**src/core/spd_pkg.sv**
```systemverilog
// Package for the speech presence detector control block.
// Holds register offsets, field positions, reset values and encodings.
// Assumes an upstream I2C decoder presents byte accesses by offset.
package spd_pkg;

  // ---------------------------------------------------------------
  // Register map
  // ---------------------------------------------------------------
  localparam logic [7:0] SPD_OFS_PAGE = 8'h00;
  localparam logic [7:0] SPD_OFS_CFG_ONE = 8'h1e;
  localparam logic [7:0] SPD_OFS_CFG_TWO = 8'h1f;
  localparam logic [7:0] SPD_OFS_PWR_P0 = 8'h30;
  localparam logic [7:0] SPD_PAGE_ZERO = 8'h00;
  localparam logic [7:0] SPD_PAGE_ONE = 8'h01;

  // ---------------------------------------------------------------
  // Reset values and masks
  // ---------------------------------------------------------------
  localparam logic [7:0] SPD_RST_PAGE = 8'h00;
  localparam logic [7:0] SPD_RST_CFG_ONE = 8'h20;
  localparam logic [7:0] SPD_RST_CFG_TWO = 8'h08;
  localparam logic [7:0] SPD_CFG_TWO_WMASK = 8'hd8;

  // ---------------------------------------------------------------
  // Field positions
  // ---------------------------------------------------------------
  localparam int SPD_AUTO_LSB = 6;
  localparam int SPD_CHAN_LSB = 4;
  localparam int SPD_CLKSRC_LSB = 2;
  localparam int SPD_RATE_LSB = 0;
  localparam int SPD_PIN_IRQ_BIT = 6;
  localparam int SPD_DWR_BIT = 3;
  localparam int SPD_PWR_BIT = 6;
  localparam int SPD_DET_EN_BIT = 0;
  localparam int SPD_SYNC_STAGES = 2;

  // ---------------------------------------------------------------
  // Encodings
  // ---------------------------------------------------------------
  localparam logic [1:0] SPD_AUTO_HOST = 2'h0;
  localparam logic [1:0] SPD_AUTO_DET = 2'h1;
  localparam logic [1:0] SPD_AUTO_DET_UP = 2'h2;
  localparam logic [1:0] SPD_AUTO_DET_DOWN = 2'h3;
  localparam logic [1:0] SPD_CLK_OSC = 2'h0;
  localparam logic [1:0] SPD_CLK_BIT = 2'h1;
  localparam logic [1:0] SPD_CLK_MASTER = 2'h2;
  localparam logic [1:0] SPD_CLK_CUSTOM = 2'h3;
  localparam logic [1:0] SPD_RATE_3M072 = 2'h0;
  localparam logic [1:0] SPD_RATE_6M144 = 2'h1;
  localparam logic [1:0] SPD_RATE_12M288 = 2'h2;
  localparam logic [1:0] SPD_RATE_18M432 = 2'h3;

endpackage

```
**src/core/spd_ctrl.sv**
```systemverilog
// Speech presence detector configuration and converter power control.
// Assumes an I2C decoder on clk_in hands over single byte accesses with
// the offset inside the current page; the page register lives here.
//
// Notes on behaviour
// RULE1 - Bits 7-6 of config one pick who powers converters up and down.
// RULE2 - Bits 5-4 of config one pick the monitored channel.
// RULE3 - Bits 3-2 of config one pick the detector clock source.
// RULE4 - Bits 1-0 of config one declare the external clock rate.
// RULE5 - Bit 6 of config two puts the interrupt on the pin when idle.
// RULE6 - Bit 3 of config two keeps detection alive while recording.
// RULE7 - The host writes only reset values to reserved bits of config two.
// RULE8 - Config one sits at page 1 offset 0x1e and resets to 0x20.
// RULE9 - Config two sits at page 1 offset 0x1f and resets to 0x08.
// RULE10 - A page-0 enable bit must be set for the detector to run.
// RULE11 - A page-0 power bit powers enabled converters up or down.
// RULE12 - The host selects page 1 at offset 0x00 before reaching the configs.
// RULE13 - Detected speech raises the interrupt and may power up converters.
`timescale 1ns/100ps
`default_nettype none
module spd_ctrl
  import spd_pkg::*;
(
  // Clock, reset, enable
  input wire logic clk_in,
  input wire logic rst_b_in,
  input wire logic ce_in,
  // Register access from the I2C decoder
  input wire logic reg_wr_in,
  input wire logic reg_rd_in,
  input wire logic [7:0] reg_addr_in,
  input wire logic [7:0] reg_wdata_in,
  output logic [7:0] reg_rdata_out,
  // Detector core status
  input wire logic speech_detect_in,
  input wire logic recording_in,
  // Detector settings
  output logic detector_run_out,
  output logic [1:0] monitored_channel_select_out,
  output logic [1:0] detector_clock_source_out,
  output logic [1:0] external_clock_rate_select_out,
  output logic detector_irq_out,
  // Converter power
  output logic converter_power_out,
  // Serial data out pin interrupt drive
  output logic sdo_irq_out,
  output logic sdo_irq_oe_out
);

  // ---------------------------------------------------------------
  // State
  // ---------------------------------------------------------------
  typedef struct packed {
    logic [7:0] page;
    logic [7:0] cfg_one;
    logic [7:0] cfg_two;
    logic det_en;
    logic pwr;
    logic run;
    logic irq;
    logic speech_prev;
    logic pin;
    logic pin_oe;
    logic [7:0] rdata;
  } spd_state_t;

  spd_state_t st_q;
  spd_state_t st_d;
  logic speech_sync;
  logic [1:0] auto_mode;
  logic host_up_ok;
  logic host_dn_ok;
  logic det_up_ok;
  logic det_dn_ok;
  logic wr_cfg_one;
  logic wr_cfg_two;
  logic wr_pwr;
  logic rise;
  logic fall;

  // Speech flag comes from the detector's own clock
  spd_sync #(
    .WIDTH(1)
  ) u_sync (
    .clk_in(clk_in),
    .rst_b_in(rst_b_in),
    .ce_in(ce_in),
    .async_in(speech_detect_in),
    .sync_out(speech_sync)
  );

  // ---------------------------------------------------------------
  // Decode
  // ---------------------------------------------------------------
  // RULE1 power authority
  assign auto_mode = st_q.cfg_one[SPD_AUTO_LSB +: 2];
  assign host_up_ok = (auto_mode == SPD_AUTO_HOST) ||
                      (auto_mode == SPD_AUTO_DET_DOWN);
  assign host_dn_ok = (auto_mode == SPD_AUTO_HOST) ||
                      (auto_mode == SPD_AUTO_DET_UP);
  assign det_up_ok = (auto_mode == SPD_AUTO_DET) ||
                     (auto_mode == SPD_AUTO_DET_UP);
  assign det_dn_ok = (auto_mode == SPD_AUTO_DET) ||
                     (auto_mode == SPD_AUTO_DET_DOWN);
  // RULE8 config one address
  assign wr_cfg_one = reg_wr_in && (st_q.page == SPD_PAGE_ONE) &&
                      (reg_addr_in == SPD_OFS_CFG_ONE);
  // RULE9 config two address
  assign wr_cfg_two = reg_wr_in && (st_q.page == SPD_PAGE_ONE) &&
                      (reg_addr_in == SPD_OFS_CFG_TWO);
  assign wr_pwr = reg_wr_in && (st_q.page == SPD_PAGE_ZERO) &&
                  (reg_addr_in == SPD_OFS_PWR_P0);
  // Edges are seen only while the detector runs
  assign rise = st_q.run && speech_sync && !st_q.speech_prev;
  assign fall = st_q.run && !speech_sync && st_q.speech_prev;

  // ---------------------------------------------------------------
  // Next state
  // ---------------------------------------------------------------
  always_comb begin
    st_d = st_q;
    st_d.speech_prev = st_q.run && speech_sync;
    // RULE12 page select
    if (reg_wr_in && (reg_addr_in == SPD_OFS_PAGE)) begin
      st_d.page = reg_wdata_in;
    end
    if (wr_cfg_one) begin
      st_d.cfg_one = reg_wdata_in;
    end
    // RULE7 reserved read-only bits stay zero
    if (wr_cfg_two) begin
      st_d.cfg_two = reg_wdata_in & SPD_CFG_TWO_WMASK;
    end
    // RULE11 host power writes, gated by authority
    if (wr_pwr) begin
      st_d.det_en = reg_wdata_in[SPD_DET_EN_BIT];
      if (reg_wdata_in[SPD_PWR_BIT] && host_up_ok) begin
        st_d.pwr = 1'b1;
      end else if (!reg_wdata_in[SPD_PWR_BIT] && host_dn_ok) begin
        st_d.pwr = 1'b0;
      end
    end
    // RULE13 detector events win over a host write in the same cycle
    if (rise && det_up_ok) begin
      st_d.pwr = 1'b1;
    end else if (fall && det_dn_ok) begin
      st_d.pwr = 1'b0;
    end
    // RULE10 enable gate; RULE6 suspend while recording
    st_d.run = st_d.det_en &&
               (!recording_in || st_d.cfg_two[SPD_DWR_BIT]);
    // RULE13 interrupt follows detected speech
    st_d.irq = st_q.run && speech_sync;
    // RULE5 pin carries the interrupt only when idle
    st_d.pin_oe = st_q.cfg_two[SPD_PIN_IRQ_BIT] && !recording_in;
    st_d.pin = st_d.pin_oe && st_q.run && speech_sync;
    // Read data one cycle after the strobe; unmapped reads zero
    if (reg_rd_in) begin
      st_d.rdata = 8'h00;
      if (reg_addr_in == SPD_OFS_PAGE) begin
        st_d.rdata = st_q.page;
      end else if (st_q.page == SPD_PAGE_ONE &&
                   reg_addr_in == SPD_OFS_CFG_ONE) begin
        st_d.rdata = st_q.cfg_one;
      end else if (st_q.page == SPD_PAGE_ONE &&
                   reg_addr_in == SPD_OFS_CFG_TWO) begin
        st_d.rdata = st_q.cfg_two;
      end else if (st_q.page == SPD_PAGE_ZERO &&
                   reg_addr_in == SPD_OFS_PWR_P0) begin
        st_d.rdata[SPD_PWR_BIT] = st_q.pwr;
        st_d.rdata[SPD_DET_EN_BIT] = st_q.det_en;
      end
    end
  end

  // Single state register, frozen while the enable is low
  always_ff @(posedge clk_in or negedge rst_b_in) begin
    if (!rst_b_in) begin
      st_q <= '{page: SPD_RST_PAGE, cfg_one: SPD_RST_CFG_ONE,
                cfg_two: SPD_RST_CFG_TWO, rdata: 8'h00, default: 1'b0};
    end else if (ce_in) begin
      st_q <= st_d;
    end
  end

  // ---------------------------------------------------------------
  // Outputs
  // ---------------------------------------------------------------
  // RULE2 channel; RULE3 clock source; RULE4 external rate
  assign monitored_channel_select_out = st_q.cfg_one[SPD_CHAN_LSB +: 2];
  assign detector_clock_source_out = st_q.cfg_one[SPD_CLKSRC_LSB +: 2];
  assign external_clock_rate_select_out = st_q.cfg_one[SPD_RATE_LSB +: 2];
  assign detector_run_out = st_q.run;
  assign detector_irq_out = st_q.irq;
  assign converter_power_out = st_q.pwr;
  assign sdo_irq_out = st_q.pin;
  assign sdo_irq_oe_out = st_q.pin_oe;
  assign reg_rdata_out = st_q.rdata;
endmodule
`default_nettype wire

```
**src/core/spd_sync.sv**
```systemverilog
// Two-flop synchroniser for levels entering from outside the clock domain.
// Assumes the input is a level that holds for several clock periods.
`timescale 1ns/100ps
`default_nettype none
module spd_sync
  import spd_pkg::*;
#(
  parameter int WIDTH = 1
) (
  // Clock, reset, enable
  input wire logic clk_in,
  input wire logic rst_b_in,
  input wire logic ce_in,
  // Data
  input wire logic [WIDTH-1:0] async_in,
  output logic [WIDTH-1:0] sync_out
);

  typedef struct packed {
    logic [WIDTH-1:0] meta;
    logic [WIDTH-1:0] sync;
  } spd_sync_state_t;

  spd_sync_state_t st_q;
  spd_sync_state_t st_d;

  // First stage is read only by the second stage
  always_comb begin
    st_d = st_q;
    st_d.meta = async_in;
    st_d.sync = st_q.meta;
  end

  // Both stages freeze while the enable is low
  always_ff @(posedge clk_in or negedge rst_b_in) begin
    if (!rst_b_in) begin
      st_q <= '0;
    end else if (ce_in) begin
      st_q <= st_d;
    end
  end

  assign sync_out = st_q.sync;

endmodule
`default_nettype wire

```
**config.mk**
```make
export PLATFORM = sky130hd
export DESIGN_NAME = spd_ctrl
export DESIGN_NICKNAME = d
export VERILOG_FILES = /design/src/core/spd_pkg.sv /design/src/core/spd_ctrl.sv /design/src/core/spd_sync.sv
export SDC_FILE = /design/constraint.sdc
export NUM_CORES = 1
export LEC_CHECK = 0
export ABC_CLOCK_PERIOD_IN_PS = 2050
export BUFFER_PORTS_ARGS = -buffer_cell sky130_fd_sc_hd__buf_2
export CAP_MARGIN = 15
export CORE_ASPECT_RATIO = 0.7
export CORE_MARGIN = 2
export CORE_UTILIZATION = 45
export DETAILED_ROUTE_END_ITERATION = 6
export PLACE_DENSITY = 0.74
export SLEW_MARGIN = 20
export SYNTH_ARGS = -nofsm -noshare
export SYNTH_HDL_FRONTEND = slang
export SYNTH_SLANG_ARGS = --single-unit
```
**constraint.sdc**
```tcl
create_clock -name clk_in -period 2.05 [get_ports clk_in]
set_clock_uncertainty 0.05 [all_clocks]
set_input_delay 0.1025 -clock clk_in [delete_from_list [all_inputs] [get_ports clk_in]]
set_output_delay 0.1025 -clock clk_in [all_outputs]
set_load 0.03 [all_outputs]
```
==> out/results.ini <==
[run_status]
outcome = complete, but fails checks
violations = setup timing

[timing]
slew_violations = 0
tns_ps = -2280
finalSetupViolCount = 21
rsz0062_at_grt = yes
fmax_mhz = 451
setup_ws_ps = -169
period_share = 1.08
period_needed_ps = 2220
tightest_slew_ps = 789
hold_viol = 0
slew_headroom = 0.474

[routing]
first_pass_iters = 4
vias = 1456
dr.first_iter.drc_count = 61
viasPerCell = 5.31
wl_um = 4300
detail_route.wl_per_cell_um = 15.7
drc = 0
final_antenna_net_count = 0

[yosys]
ys.flop_type = dfrtp_1
synthMuxAreaShare = 0.137
syn_avg_cell_area_um2 = 11.2
netlist_instances = 168
ys_seq_elements = 36
synth_nets = 195
syn-cell-area_mm2 = 0.00188
synth_top_family_by_area = simple AND/OR/NAND/NOR gates
synth_edf_count = 0
synth_warnings = 0
synthAdderAreaFrac = 0.0266
yosysSeqAreaShare = 0.479
synth_xor_area_frac = 0
yosys.area_share.simple = 0.179
synth_cell_types = 40
ys_async_sr_fraction = 1.00
synth_compound_area_frac = 0.0983

[flow_run]
max_cap_viol_count = 0

[power_and_ir_drop]
power.density_mw_per_mm2 = 629
p_comb_frac = 0.126
p_leak_nw = 1.16
internal-power_w = 0.00111
p_seq_frac = 0.507
peakVddDrop_mv = 0.361
swShare = 0.253
p_sw_w = 0.000376
clockPowerShare = 0.368
power_w = 0.00149

[critical_path]
crit_chain = or4_4, or2_4, nor4_4, buf_4, mux2_4
start_kind = register
r2r_cells = 5
slowest_delay_ps = 550
cp-end-kind = register
critPathBufInv = 1
worst_r2r_startpoint = st_q[37]
worstPathArrival_ps = 2340
critPathKind = register to register
r2r-end = monitored_channel_select_out[0]
reg2reg_slack_ps = -170
crit_family = simple AND/OR/NAND/NOR gates
critical_path.max_fanout = 3
critical_path.slowest_cell = or4_4
cp.required_ps = 2170

[place]
placed_area_mm2 = 0.00218
hpwl_um = 3120
numPortBuffers = 41
finalWeightedCongestion = 0.820

[final_layout]
antenna_cells_inserted = 0
num-fill-cells = 336
final_net_count = 249
syn_to_final_growth_pct = 25.4
drive_gt1_frac = 0.505
stdcell_area_mm2 = 0.00236
mostFrequentLayoutCells = buf_2 (41), dfrtp_1 (34), buf_4 (21)
multi_input_area_um2 = 876
final_common_cell = buf_2
seq_area_um2 = 903

[global_route]
gr-usage-all-layers = 0.207
grt_max_degree = 37
grt_pass1_wl_um = 7160
antenna_found_initial = 0
overflow = 0
grt_pass1_vias = 1397

[floorplan]
core_area_mm2 = 0.00397
initial_core_util = 0.475
die_width_um = 81.3
die_y_um = 58.1
pin_count = 42
dieArea_mm2 = 0.00473
rows = 19

[min_path]
hold_path_class = input port to register
hold_path_depth = 3
hp-start = reg_wdata_in[7]
hold_path_end = auto_mode[1]

[clock_network]
clk_latency_ps = 290
clockRootBuffer = clkbuf_8
cts_tree = yes
cts.htree.levels = 2
numCtsBuffers = 5
cts.sinks = 36
clock_path_buffers = 2
clk_pin_slew_ps = 70

[state kept, by name, summed over array words and instances, names as in the netlist, 2 cells and up]
name and count:
external_clock_rate_select_out 2, monitored_channel_select_out 2, detector_clock_source_out 2, auto_mode 2
reg_rdata_out 8, st_q 14
[how the worst max path moves through the flow]
stage	start	endpoint	slack (ps)	depth (start not counted)
2_1_floorplan	st_q[37]	st_q[19]	-90	5
3_3_place_gp	st_q[37]	st_q[19]	-90	5
3_5_place_dp	st_q[37]	st_q[19]	-170	5
4_1_cts	st_q[37]	st_q[19]	-160	5
5_1_grt	st_q[37]	st_q[19]	-220	5
6_report	st_q[37]	monitored_channel_select_out[0]	-170	5
[logic make-up after synthesis]
group,Yosys count
and+or+nand+nor,53
DFF,36
AOI/OAI and AO/OA,28
buffers and inverters,24
muxes,23
adders and majority gates,4
[metrics by stage]
stage          setup slack [ps]  std cells  utilization  hold slack, ps
3_3_place_gp              -93.7        261        0.548             186
6_report                   -169        274        0.595            7.83
3_5_place_dp               -166        261        0.548             191
5_1_grt                    -224        274        0.595            10.2
2_1_floorplan             -85.9        168            -            -243
4_1_cts                    -162        271        0.585            2.57
[cell usage after synthesis, drive strengths merged (2+ instances only)]
library cell / number / share of area
a22oi: 5 / 0.020
or4: 3 / 0.016
nor4: 6 / 0.039
clkbuf: 4 / 0.0086
nor3: 3 / 0.011
a31oi: 2 / 0.0066
a221oi: 3 / 0.014
a211oi: 2 / 0.0080
nor2: 9 / 0.018
dfrtp: 34 / 0.45
nand4: 3 / 0.010
o21ai: 8 / 0.021
ha: 4 / 0.027
a21oi: 4 / 0.011
or4b: 3 / 0.018
buf: 15 / 0.062
mux2: 22 / 0.13
nand2: 17 / 0.034
nand3: 3 / 0.011
inv: 5 / 0.010
dfstp: 2 / 0.028
[metal layers]
metal / GRT usage / wire length (µm) / vias up
met2: 0.299 / 1890 / 49
met4: 0.0775 / 30 / 0
met5: 0 / 0 / -
li1: - / - / 703
met3: 0.0498 / 294 / 6
met1: 0.301 / 2080 / 698
[worst min-delay path: stages]
cell and delay, ps:
buf_2 110, nand2_2 60, o21ai_2 50
[power by group through the flow]
stage | clock network [W] | logic, W | registers (W)
floorplan | 0 | 0.000108 | 0.000768
global placement | 0 | 0.000177 | 0.000765
detailed placement | 0 | 0.000180 | 0.000766
CTS | 0.000560 | 0.000186 | 0.000753
global route | 0.000605 | 0.000204 | 0.000756
finish | 0.000546 | 0.000187 | 0.000753
[area by class of cell]
cell class	instances	area share
multi-input combinational	108	0.371
tap	52	0.0275
sequential	36	0.382
inverter	5	0.00794
clock buffer	7	0.0408
timing repair buffer	66	0.171
[timing repair]
item                                   in CTS  in global routing
setup endpoints to repair                  19                 22
pin swaps                                   2                  5
resized for setup                           9                  7
setup buffers                               1                  2
hold buffers                                2                  1
endpoints found under the hold margin      35                  2
Power figures use the tool's default switching activity.
